--- config.mk ---
export PLATFORM = sky130hd
export DESIGN_NAME = hfp_port_top
export DESIGN_NICKNAME = d
export VERILOG_FILES = /design/src/shared/hfp_pkg.sv /design/src/design/hfp_port_top.sv /design/src/design/hfp_status_bit.sv
export SDC_FILE = /design/constraint.sdc
export NUM_CORES = 1
export LEC_CHECK = 0
export ABC_AREA = 1
export BUFFER_PORTS_ARGS = -buffer_cell sky130_fd_sc_hd__clkbuf_2
export CAP_MARGIN = 20
export CORE_MARGIN = 2
export CORE_UTILIZATION = 47
export DETAILED_ROUTE_END_ITERATION = 6
export GPL_TIMING_DRIVEN = 0
export PLACE_DENSITY = 0.81
export SLEW_MARGIN = 20
export SYNTH_ARGS = -nofsm -noshare
export SYNTH_HDL_FRONTEND = slang
export SYNTH_SLANG_ARGS = --single-unit
--- constraint.sdc ---
create_clock -name CLK -period 1.7 [get_ports CLK]
set_clock_uncertainty 0.15 [all_clocks]
set_input_delay 0.34 -clock CLK [delete_from_list [all_inputs] [get_ports CLK]]
set_output_delay 0.34 -clock CLK [all_outputs]
set_load 0.005 [all_outputs]
--- src/shared/hfp_pkg.sv ---
// shared constants of the host fifo port access layer
// assumes byte addressing on the host bus, one aligned word per register
`default_nettype none

package hfp_pkg;

    // kinds of status bit handled by the attribute cell
    typedef enum logic [1:0] {
        HFP_WRITE_ONE_CLEAR_ATTR,
        HFP_CLEAR_ON_READ_ATTR,
        HFP_LATCH_HIGH_ATTR,
        HFP_LATCH_LOW_ATTR
    } hfp_bit_mode_t;

    localparam int unsigned HFP_AW = 8;
    localparam int unsigned HFP_DW = 32;
    localparam int unsigned HFP_NEVT = 4;

    // aliased data windows: compare after masking the alias bits
    localparam logic [7:0] HFP_WIN_MASK = 8'he0;
    localparam logic [7:0] HFP_RXD_WIN_BASE = 8'h00;
    localparam logic [7:0] HFP_TXD_WIN_BASE = 8'h20;

    // single word locations, compared on the word address bits
    localparam logic [7:0] HFP_WORD_MASK = 8'hfc;
    localparam logic [7:0] HFP_RXS_POP_OFS = 8'h40;
    localparam logic [7:0] HFP_RXS_VIEW_OFS = 8'h44;
    localparam logic [7:0] HFP_TXS_POP_OFS = 8'h48;
    localparam logic [7:0] HFP_TXS_VIEW_OFS = 8'h4c;
    localparam logic [7:0] HFP_ID_OFS = 8'h50;
    localparam logic [7:0] HFP_CFG_OFS = 8'h54;
    localparam logic [7:0] HFP_STS_OFS = 8'h58;
    localparam logic [7:0] HFP_CMD_OFS = 8'h5c;

    // identity word, value is arbitrary
    localparam logic [31:0] HFP_ID_VALUE = 32'h00a5_0001;

    // config register layout
    localparam int unsigned HFP_CFG_SIZE_LSB = 0;
    localparam int unsigned HFP_CFG_SIZE_W = 16;
    localparam int unsigned HFP_CFG_KEEP_LSB = 16;
    localparam int unsigned HFP_CFG_KEEP_W = 8;
    localparam int unsigned HFP_CFG_SRST_BIT = 31;
    localparam logic [15:0] HFP_CFG_SIZE_RST = 16'h0000;
    localparam logic [7:0] HFP_CFG_KEEP_RST = 8'h00;

    // status register layout
    localparam int unsigned HFP_STS_W1C_BIT = 0;
    localparam int unsigned HFP_STS_COR_BIT = 1;
    localparam int unsigned HFP_STS_LHI_BIT = 2;
    localparam int unsigned HFP_STS_LLO_BIT = 3;
    localparam int unsigned HFP_STS_OVR_BIT = 4;
    localparam int unsigned HFP_STS_RXD_BIT = 8;
    localparam int unsigned HFP_STS_RXS_BIT = 9;
    localparam int unsigned HFP_STS_TXS_BIT = 10;
    localparam int unsigned HFP_STS_TXD_BIT = 11;

    localparam logic [31:0] HFP_CMD_RST = 32'h0000_0000;
    localparam logic [31:0] HFP_ZERO_WORD = 32'h0000_0000;

endpackage

`default_nettype wire

--- src/design/hfp_port_top.sv ---
// host register and fifo port access layer of the ethernet controller
// assumes one-cycle read and write strobes, synchronous to CLK, never together
//
// Overview of operation
// - writes to read-only locations change nothing and cause no side effect
// - reads of write-only locations always return zero
// - write-one-clear bits clear on a written one, keep on zero
// - clear-on-read bits return their value, then clear from that read
// - latch high and latch low bits hold their capture until read
// - soft-reset-exempt fields keep their value across a software reset
// - reserved register reads may return anything; here zero
// - any reset loads defaults, except soft-reset-exempt fields on software reset
// - four fifos exposed; data and status sizes set by control register
// - receive status pop port returns oldest entry and removes it
// - receive status view port returns oldest entry, removes nothing
// - receive data fifo is read-only; every read consumes the word
// - whole receive data window aliases the same popping fifo port
// - transmit status pop port returns oldest entry and removes it
// - transmit status view port returns oldest entry, removes nothing
// - writes anywhere in transmit data window push the same fifo
`timescale 1ns/100ps
`default_nettype none

module hfp_port_top (
    input wire logic CLK,
    input wire logic RST_N,
    input wire logic CE,
    input wire logic [7:0] HOST_ADDR,
    input wire logic HOST_RD,
    input wire logic HOST_WR,
    input wire logic [31:0] HOST_WDATA,
    output var logic [31:0] HOST_RDATA,
    output var logic HOST_RVALID,
    input wire logic [31:0] RXD_DATA,
    input wire logic RXD_VALID,
    output var logic RXD_POP,
    input wire logic [31:0] RXS_DATA,
    input wire logic RXS_VALID,
    output var logic RXS_POP,
    input wire logic [31:0] TXS_DATA,
    input wire logic TXS_VALID,
    output var logic TXS_POP,
    output var logic [31:0] TXD_DATA,
    output var logic TXD_PUSH,
    input wire logic TXD_READY,
    input wire logic [3:0] STATUS_EVT,
    output var logic [15:0] FIFO_SIZE_CFG,
    output var logic [7:0] KEEP_CFG,
    output var logic [31:0] CMD_WORD,
    output var logic SOFT_RST
);

    // address decode
    logic [7:0] word_addr;
    logic [7:0] win_addr;
    logic in_rxd;
    logic in_txd;
    logic at_rxs_pop;
    logic at_rxs_view;
    logic at_txs_pop;
    logic at_txs_view;
    logic at_id;
    logic at_cfg;
    logic at_sts;
    logic at_cmd;

    assign word_addr = HOST_ADDR & hfp_pkg::HFP_WORD_MASK;
    assign win_addr = HOST_ADDR & hfp_pkg::HFP_WIN_MASK;
    assign in_rxd = (win_addr == hfp_pkg::HFP_RXD_WIN_BASE);
    assign in_txd = (win_addr == hfp_pkg::HFP_TXD_WIN_BASE);
    assign at_rxs_pop = (word_addr == hfp_pkg::HFP_RXS_POP_OFS);
    assign at_rxs_view = (word_addr == hfp_pkg::HFP_RXS_VIEW_OFS);
    assign at_txs_pop = (word_addr == hfp_pkg::HFP_TXS_POP_OFS);
    assign at_txs_view = (word_addr == hfp_pkg::HFP_TXS_VIEW_OFS);
    assign at_id = (word_addr == hfp_pkg::HFP_ID_OFS);
    assign at_cfg = (word_addr == hfp_pkg::HFP_CFG_OFS);
    assign at_sts = (word_addr == hfp_pkg::HFP_STS_OFS);
    assign at_cmd = (word_addr == hfp_pkg::HFP_CMD_OFS);

    // qualified strobes
    logic rd;
    logic wr;
    logic rd_sts;
    logic wr_sts;

    assign rd = CE && HOST_RD;
    assign wr = CE && HOST_WR;
    assign rd_sts = rd && at_sts;
    assign wr_sts = wr && at_sts;

    // fifo side effects, only the pop and push ports have them
    logic rxd_pop_d;
    logic rxs_pop_d;
    logic txs_pop_d;
    logic txd_push_d;
    logic txd_ovr;

    assign rxd_pop_d = rd && in_rxd && RXD_VALID;
    assign rxs_pop_d = rd && at_rxs_pop && RXS_VALID;
    assign txs_pop_d = rd && at_txs_pop && TXS_VALID;
    assign txd_push_d = wr && in_txd && TXD_READY;
    assign txd_ovr = wr && in_txd && !TXD_READY;

    // control state
    logic [15:0] size_q;
    logic [7:0] keep_q;
    logic [31:0] cmd_q;
    logic srst_q;
    logic srst_d;
    logic [15:0] size_d;
    logic [7:0] keep_d;
    logic [31:0] cmd_d;

    // register writes; read-only and window writes fall through untouched
    assign srst_d = wr && at_cfg && HOST_WDATA[hfp_pkg::HFP_CFG_SRST_BIT];
    assign size_d = (wr && at_cfg)
        ? HOST_WDATA[hfp_pkg::HFP_CFG_SIZE_LSB +: hfp_pkg::HFP_CFG_SIZE_W] : size_q;
    assign keep_d = (wr && at_cfg)
        ? HOST_WDATA[hfp_pkg::HFP_CFG_KEEP_LSB +: hfp_pkg::HFP_CFG_KEEP_W] : keep_q;
    assign cmd_d = (wr && at_cmd) ? HOST_WDATA : cmd_q;

    // self-clearing soft reset trigger, one cycle wide
    always_ff @(posedge CLK) begin
        if (!RST_N) begin
            srst_q <= 1'b0;
        end else if (CE) begin
            srst_q <= srst_d;
        end
    end

    // software-reset-affected fields
    always_ff @(posedge CLK) begin
        if (!RST_N || (CE && srst_q)) begin
            size_q <= hfp_pkg::HFP_CFG_SIZE_RST;
            cmd_q <= hfp_pkg::HFP_CMD_RST;
        end else if (CE) begin
            size_q <= size_d;
            cmd_q <= cmd_d;
        end
    end

    // exempt field, only the hard reset restores it
    always_ff @(posedge CLK) begin
        if (!RST_N) begin
            keep_q <= hfp_pkg::HFP_CFG_KEEP_RST;
        end else if (CE) begin
            keep_q <= keep_d;
        end
    end

    // status bits with their access attributes
    logic w1c_bit;
    logic cor_bit;
    logic lhi_bit;
    logic llo_bit;
    logic ovr_bit;

    // write-one-clear event flag
    hfp_status_bit #(.MODE(hfp_pkg::HFP_WRITE_ONE_CLEAR_ATTR)) u_w1c (
        .clk(CLK),
        .rst_n(RST_N),
        .ce(CE),
        .soft_rst(srst_q),
        .evt(STATUS_EVT[0]),
        .wr_clr(wr_sts && HOST_WDATA[hfp_pkg::HFP_STS_W1C_BIT]),
        .rd_clr(1'b0),
        .q(w1c_bit)
    );

    // clear-on-read event flag
    hfp_status_bit #(.MODE(hfp_pkg::HFP_CLEAR_ON_READ_ATTR)) u_cor (
        .clk(CLK),
        .rst_n(RST_N),
        .ce(CE),
        .soft_rst(srst_q),
        .evt(STATUS_EVT[1]),
        .wr_clr(1'b0),
        .rd_clr(rd_sts),
        .q(cor_bit)
    );

    // latch of a high condition
    hfp_status_bit #(.MODE(hfp_pkg::HFP_LATCH_HIGH_ATTR)) u_lhi (
        .clk(CLK),
        .rst_n(RST_N),
        .ce(CE),
        .soft_rst(srst_q),
        .evt(STATUS_EVT[2]),
        .wr_clr(1'b0),
        .rd_clr(rd_sts),
        .q(lhi_bit)
    );

    // latch of a low condition
    hfp_status_bit #(.MODE(hfp_pkg::HFP_LATCH_LOW_ATTR)) u_llo (
        .clk(CLK),
        .rst_n(RST_N),
        .ce(CE),
        .soft_rst(srst_q),
        .evt(STATUS_EVT[3]),
        .wr_clr(1'b0),
        .rd_clr(rd_sts),
        .q(llo_bit)
    );

    // transmit push dropped while the fifo refused it
    hfp_status_bit #(.MODE(hfp_pkg::HFP_WRITE_ONE_CLEAR_ATTR)) u_ovr (
        .clk(CLK),
        .rst_n(RST_N),
        .ce(CE),
        .soft_rst(srst_q),
        .evt(txd_ovr),
        .wr_clr(wr_sts && HOST_WDATA[hfp_pkg::HFP_STS_OVR_BIT]),
        .rd_clr(1'b0),
        .q(ovr_bit)
    );

    // status word seen by the host
    logic [31:0] sts_word;

    always_comb begin
        sts_word = hfp_pkg::HFP_ZERO_WORD;
        sts_word[hfp_pkg::HFP_STS_W1C_BIT] = w1c_bit;
        sts_word[hfp_pkg::HFP_STS_COR_BIT] = cor_bit;
        sts_word[hfp_pkg::HFP_STS_LHI_BIT] = lhi_bit;
        sts_word[hfp_pkg::HFP_STS_LLO_BIT] = llo_bit;
        sts_word[hfp_pkg::HFP_STS_OVR_BIT] = ovr_bit;
        sts_word[hfp_pkg::HFP_STS_RXD_BIT] = RXD_VALID;
        sts_word[hfp_pkg::HFP_STS_RXS_BIT] = RXS_VALID;
        sts_word[hfp_pkg::HFP_STS_TXS_BIT] = TXS_VALID;
        sts_word[hfp_pkg::HFP_STS_TXD_BIT] = TXD_READY;
    end

    // config word seen by the host
    logic [31:0] cfg_word;

    always_comb begin
        cfg_word = hfp_pkg::HFP_ZERO_WORD;
        cfg_word[hfp_pkg::HFP_CFG_SIZE_LSB +: hfp_pkg::HFP_CFG_SIZE_W] = size_q;
        cfg_word[hfp_pkg::HFP_CFG_KEEP_LSB +: hfp_pkg::HFP_CFG_KEEP_W] = keep_q;
        cfg_word[hfp_pkg::HFP_CFG_SRST_BIT] = srst_q;
    end

    // read data select; empty fifos and unmapped words read as zero
    logic [31:0] rxd_word;
    logic [31:0] rxs_word;
    logic [31:0] txs_word;
    logic [31:0] rd_word;

    assign rxd_word = RXD_VALID ? RXD_DATA : hfp_pkg::HFP_ZERO_WORD;
    assign rxs_word = RXS_VALID ? RXS_DATA : hfp_pkg::HFP_ZERO_WORD;
    assign txs_word = TXS_VALID ? TXS_DATA : hfp_pkg::HFP_ZERO_WORD;
    assign rd_word = in_rxd ? rxd_word :
        (at_rxs_pop || at_rxs_view) ? rxs_word :
        (at_txs_pop || at_txs_view) ? txs_word :
        at_id ? hfp_pkg::HFP_ID_VALUE :
        at_cfg ? cfg_word :
        at_sts ? sts_word :
        hfp_pkg::HFP_ZERO_WORD;

    // registered host answer and fifo strobes
    always_ff @(posedge CLK) begin
        if (!RST_N) begin
            HOST_RDATA <= hfp_pkg::HFP_ZERO_WORD;
            HOST_RVALID <= 1'b0;
            RXD_POP <= 1'b0;
            RXS_POP <= 1'b0;
            TXS_POP <= 1'b0;
            TXD_PUSH <= 1'b0;
            TXD_DATA <= hfp_pkg::HFP_ZERO_WORD;
        end else if (CE) begin
            HOST_RDATA <= HOST_RD ? rd_word : hfp_pkg::HFP_ZERO_WORD;
            HOST_RVALID <= HOST_RD;
            RXD_POP <= rxd_pop_d;
            RXS_POP <= rxs_pop_d;
            TXS_POP <= txs_pop_d;
            TXD_PUSH <= txd_push_d;
            TXD_DATA <= txd_push_d ? HOST_WDATA : TXD_DATA;
        end
    end

    // configuration outputs straight from their registers
    assign FIFO_SIZE_CFG = size_q;
    assign KEEP_CFG = keep_q;
    assign CMD_WORD = cmd_q;
    assign SOFT_RST = srst_q;
endmodule // hfp_port_top

`default_nettype wire

--- src/design/hfp_status_bit.sv ---
// one status bit with a selectable access attribute
// assumes clear strobes are single cycle and qualified by the caller
`timescale 1ns/100ps
`default_nettype none

module hfp_status_bit #(
    parameter hfp_pkg::hfp_bit_mode_t MODE = hfp_pkg::HFP_WRITE_ONE_CLEAR_ATTR
) (
    input wire logic clk,
    input wire logic rst_n,
    input wire logic ce,
    input wire logic soft_rst,
    input wire logic evt,
    input wire logic wr_clr,
    input wire logic rd_clr,
    output var logic q
);

    localparam bit IS_LOW = (MODE == hfp_pkg::HFP_LATCH_LOW_ATTR);
    localparam logic RST_VAL = IS_LOW ? 1'b1 : 1'b0;

    logic bit_q;
    logic bit_d;
    logic clr;

    // which strobe clears this kind of bit
    assign clr = (MODE == hfp_pkg::HFP_WRITE_ONE_CLEAR_ATTR) ? wr_clr : rd_clr;

    // set wins over clear; latch low holds a seen low until read
    assign bit_d = IS_LOW ? (clr ? evt : (bit_q & evt)) : ((bit_q & ~clr) | evt);

    // state update, frozen while ce is low
    always_ff @(posedge clk) begin
        if (!rst_n || (ce && soft_rst)) begin
            bit_q <= RST_VAL;
        end else if (ce) begin
            bit_q <= bit_d;
        end
    end

    assign q = bit_q;

endmodule // hfp_status_bit

`default_nettype wire

Word level (Yosys, flattened, before mapping):

Index checks and enable logic that the tools add are counted.

* register bits after elaboration: 131
* latch bits: 0
* RAM bits: 0
* ROM bits: 0
* input port bits: 149
* output and inout bits: 126
* memories: 0

* add/sub/neg operators: 0
* multiply operators: 0
* div/mod/pow operators: 0
* order comparisons: 0
* equal/unequal tests: 9
* shift-type cells: 0
* mux-type cells: 11
* bitwise gates (word level): 12
* reductions and logical operators: 28

Operator list (count)
* $mux 32: 9
* $eq 6x5->1 const B: 8
* $logic_and 1x1->1: 19
* $mux 12: 1
* $logic_not 8->1: 1
* $reduce_and 2->1: 3
* $and 1x1->1: 5
* $or 1x1->1: 4
* $eq 3x1->1 const B: 1
* $logic_or 1x1->1: 3
* $not 1->1: 3
* $logic_not 1->1: 2
* $mux 1: 1

Logic depth before layout (Yosys ltp):

* depth in word-level cells: 8
* depth in mapped cells: 11

Modules after synthesis:

Synthesis repeated with hierarchy kept, for this count alone.

* cell total of the unflattened synthesis: 869
* area, all modules: 5929.4 µm²

Modules (own cells, without submodules)
* hfp_port_top: instances 1, cells an instance 832, area each 5685.5 µm², seq. area each 2522.4 µm²
* hfp_status_bit (u_cor ...): instances 4, cells an instance 7, area each 47.5 µm², seq. area each 20.0 µm²
* hfp_status_bit (u_llo): instances 1, cells an instance 9, area each 53.8 µm², seq. area each 20.0 µm²

Worst setup path before layout:

No wires, ideal clock.

* path kind: in2reg
* start point: input HOST_ADDR[5]
* end point: register cmd_q[22] (netlist: CMD_WORD[22])
* library setup time: 0.116 ns
* data arrival time: 1.331 ns
* required time: 1.434 ns
* setup slack: 0.104 ns
* stages: 9
* cell sequence: inv_1 -> nand2_1 -> inv_1 -> nand2_2 -> nor3_4 -> inv_2 -> buf_6 -> nor2_1 -> nor2_1

* longest elaborated chain between the ends: 3

RTL lines
* from (decl): RTL line hfp_port_top.sv:28 `input wire logic [7:0] HOST_ADDR,`
* $eq 6x5->1: RTL line hfp_port_top.sv:78 `assign at_cmd = (word_addr == hfp_pkg::HFP_CMD_OFS);`
* $logic_and 1x1->1: RTL line hfp_port_top.sv:120 `assign cmd_d = (wr && at_cmd) ? HOST_WDATA : cmd_q;`
* $reduce_and 2->1 (no line)
* to (signal assigned): RTL line hfp_port_top.sv:135 `cmd_q <= hfp_pkg::HFP_CMD_RST;`
* to (signal assigned): RTL line hfp_port_top.sv:138 `cmd_q <= cmd_d;`
* to (decl): RTL line hfp_port_top.sv:107 `logic [31:0] cmd_q;`

Every way passes these cells.
A chain may end at the register's enable or synchronous reset.

Final worst setup path:

* start point: input HOST_ADDR[6]
* end point: register HOST_RDATA[4]

* longest elaborated chain between the ends: 8
* elaborated cells between the ends (all ways): 17
* those cells by class: eq/ne: 7; mux: 7; reduce/logical: 3

RTL lines
* $eq 6x5->1: RTL line hfp_port_top.sv:77 `assign at_sts = (word_addr == hfp_pkg::HFP_STS_OFS);`
* $mux 12: RTL line hfp_port_top.sv:258 `at_sts ? sts_word :`
* $mux 32: RTL line hfp_port_top.sv:257 `at_cfg ? cfg_word :`
* $mux 32: RTL line hfp_port_top.sv:256 `at_id ? hfp_pkg::HFP_ID_VALUE :`
* $mux 32: RTL line hfp_port_top.sv:255 `(at_txs_pop || at_txs_view) ? txs_word :`
* $mux 32: RTL line hfp_port_top.sv:254 `(at_rxs_pop || at_rxs_view) ? rxs_word :`
* $mux 32 (*): RTL line hfp_port_top.sv:253 `assign rd_word = in_rxd ? rxd_word :`
* $mux 32 (*): RTL line hfp_port_top.sv:272 `HOST_RDATA <= HOST_RD ? rd_word : hfp_pkg::HFP_ZERO_WORD;`
* to (signal assigned): RTL line hfp_port_top.sv:264 `HOST_RDATA <= hfp_pkg::HFP_ZERO_WORD;`
* to (signal assigned): RTL line hfp_port_top.sv:272
* to (decl): RTL line hfp_port_top.sv:32 `output var logic [31:0] HOST_RDATA,`

Mark *: on every way between the ends. The rest lies on a longest branch, timed or not.

==> impl_metrics.csv <==
group,metric,value,unit
power_and_ir_drop,power_frac_comb,8.0,%
routing,vias,6637,
setup_path,reg2reg_slack,260,ps
routing,drt-pass1-iter-count,6,
placed_design,place_inst,1280,
global_routing,antenna_found_initial,0,
setup_path,critPathArrivalTime,1740,ps
logic_synthesis,syn_inst,842,
logic_synthesis,async_flop_share,0,%
cells_and_area,fin_cells,1313,
global_routing,grt_max_degree,17,
logic_synthesis,ys_warn_count,0,
setup_path,worst_path_most_repeated_cell,"nand2_1",
logic_synthesis,yosys.area.top_type,"dfxtp_1",
logic_synthesis,synth_flop_cell,"dfxtp_1",
cells_and_area,area.sequential,0.002623,mm²
logic_synthesis,synth_area_leaders,"dfxtp_1 (45%), nand2_1 (15%), o21ai_0 (7.6%), nor2_1 (6.9%), a21oi_1 (6.7%)",
logic_synthesis,synthTopCellsByCount,"nand2_1 (230), dfxtp_1 (131), nor2_1 (107)",
cts,cts_buffers,17,
setup_path,slowest_stage,"nor3_4",
cells_and_area,nets,1282,
power_and_ir_drop,ir_worst_vdd,0.5838,mV
floorplan,die-area,0.01331,mm²
routing,drt_wl_total,20610,µm
power_and_ir_drop,p_leak,3.986,nW
timing,setup_ws,105.8,ps
timing,slew_headroom,57.99,%
global_routing,grt_pass1_wl,31700,µm
cells_and_area,fillers,1140,
timing,fin_setup_tns,0,ps
setup_path,cp-start-kind,"input port",
power_and_ir_drop,power.internal,0.005826,W
floorplan,start_util,48.34,%
worst_hold_path,min_path_type,"in -> reg",
status,status,"complete, no violations",
global_routing,grt-ovfl-total,0,
cells_and_area,num_antenna_cells,0,
routing,drc_errors,0,
placed_design,place_hpwl,16450,µm
cells_and_area,drive_above_1_share,30.74,%
setup_path,reg2reg_from,"SOFT_RST",
global_routing,grtUsageTotal,30.68,%
cts,cts_tree,"built",
placed_design,dp_slack,-316.6,ps
cts,clock_latency,410,ps
setup_path,crit_start,"HOST_ADDR[6]",
cts,cts_sinks,131,
timing,max_freq,627.3,MHz
cts,cts_root_buffer,"clkbuf_16",
timing,fin_crit,1594,ps
cts,htreeDepth,4,
timing,worstMarginPinSlew,630.1,ps
timing,finalCritPeriodShare,93.78,%
cells_and_area,multi_input_area,0.002736,mm²
cts,path_clk_slew,60,ps
setup_path,crit_family,"simple AND/OR/NAND/NOR gates",
setup_path,critical_path_cell_count,8,
logic_synthesis,synth_edf_count,0,
power_and_ir_drop,clock_power_share,51.1,%
routing,viasPerCell,5.055,
global_routing,grt_pass1_vias,6280,
routing,ant_nets,0,
logic_synthesis,yosys.cell_types.count,26,
placed_design,gp_congestion,0.9331,
setup_path,reg2reg_to,"FIFO_SIZE_CFG[9]",
setup_path,worstPathRequired,1840,ps
power_and_ir_drop,switching_power,0.001834,W
setup_path,slowest_delay,380,ps
power_and_ir_drop,p_sw_share,23.95,%
timing,rsz0062_at_grt,"false",
routing,routedWlPerCell,15.70,µm
setup_path,critPathMaxFanout,10,
cells_and_area,synthToLayoutAreaGrowth,38.39,%
logic_synthesis,syn_nets,991,
power_and_ir_drop,power_density,949.3,mW/mm²
placed_design,port_buffers,270,
timing,setup_viol_count_final,0,
cells_and_area,final_util,66.90,%
logic_synthesis,syn_area_per_cell,6.925,µm²
setup_path,cp_cell_sequence,"clkbuf_2 > nor3_4 > inv_2 > nand2_1 > buf_2 > nand2_1 > o21ai_1 > a21oi_1",
floorplan,rows,40,
setup_path,crit_end,"HOST_RDATA[4]",
job,max_cap_viol_count,0,
timing,hold_viol,0,
power_and_ir_drop,power_frac_seq,40.9,%
floorplan,coreArea,0.01206,mm²
logic_synthesis,netlist_area,0.005831,mm²
floorplan,io_pins,275,
logic_synthesis,yosysMostFrequentCell,"nand2_1",
logic_synthesis,synth-seq-cells,131,
logic_synthesis,seq_area_frac_synth,44.98,%
setup_path,path_class,"in -> reg",
floorplan,die_h,115.4,µm
setup_path,critPathBufInv,3,
setup_path,end_kind,"register",
cts,cts_buffer_depth,2,
floorplan,die_w,115.4,µm
timing,drv_slew,0,
logic_synthesis,yosysTopAreaCellShare,44.98,%
setup_path,reg2regPathDepth,4,
routing,drtIter0Drc,441,
## flip-flops by register name (all words and copies together), names as in the netlist, 8 cells and up
signal,cells
HOST_RDATA,32
KEEP_CFG,8
FIFO_SIZE_CFG,16
TXD_DATA,32
CMD_WORD,32
## power groups by stage
stage                     registers [W]  logic (W)  clock network, W
after floorplan                 0.00320   0.000262                 0
after global placement          0.00320   0.000598                 0
after detailed placement        0.00320   0.000599                 0
after CTS                       0.00313   0.000606           0.00393
after global routing            0.00313   0.000681           0.00407
final                           0.00313   0.000612           0.00392
## worst min-delay path by stage
stage / from / end / slack, ps / depth (start not counted)
3_3_place_gp: TXD_DATA[15] / TXD_DATA[15] / 280 / 2
6_report: STATUS_EVT[0] / u_w1c.q / 20 / 3
2_1_floorplan: u_cor.q / u_cor.q / 290 / 2
4_1_cts: STATUS_EVT[0] / u_w1c.q / 10 / 3
5_1_grt: HOST_WDATA[27] / CMD_WORD[27] / 20 / 3
3_5_place_dp: TXD_DATA[26] / TXD_DATA[26] / 290 / 2
## worst min-delay path: stages
cell and delay, ps:
clkbuf_2 80, nand2_1 60, a21oi_1 60
## metrics by stage
stage                     total power, W  hold WS [ps]  instance area, µm²
final                           0.007660         15.78                8069
after global routing            0.007882         21.65                8069
after CTS                       0.007667         13.07                8034
after detailed placement        0.003798         288.2                7392
after global placement          0.003795         281.8                7392
after floorplan                 0.003461         289.6                5831
## cell type report
cell class              instances  share of cell area [%]
plain buffers                  54                   3.644
clock buffers                  17                   5.272
clock inverters                14                   2.528
inverters                      52                   2.419
multi-input cells             605                   33.91
flip-flops and latches        131                   32.50
well taps                     168                   2.605
repair buffers                272                   17.12
## routing by layer
| layer | track usage (%) | vias to the layer above | share of wire, % |
|---|---|---|---|
| li1 | - | 3313 | - |
| met5 | 0 | - | 0 |
| met2 | 53.06 | 301 | 49 |
| met1 | 36.27 | 2993 | 41 |
| met4 | 11.33 | 0 | 2.0 |
| met3 | 8.540 | 30 | 8.4 |
## kinds of logic after synthesis
logic type | count (synthesis) | share of synthesized area, %
DFF | 131 | 44.98
AOI/OAI and AO/OA | 185 | 16.05
and+or+nand+nor | 420 | 30.71
buffers and inverters | 106 | 8.262
## cell usage in the layout, fill, tap and decap left out, types with 6 or more instances in the layout
master,n
a21oi_1,77
buf_2,11
buf_4,7
buf_6,6
clkbuf_1,22
clkbuf_16,17
clkbuf_2,275
dfxtp_1,131
inv_1,48
nand2_1,230
nand3_1,53
nand4_1,13
nor2_1,107
o21ai_0,89
o21ai_1,11
## what timing repair did
action                     4_1_cts  5_1_grt
gates resized for setup          2        9
setup endpoints to repair       18       44
hold buffers                     1        0
buffers inserted                 0        1
hold endpoints to repair         1        0
pin swaps                        0        1
(Power assumes the default switching activity.)
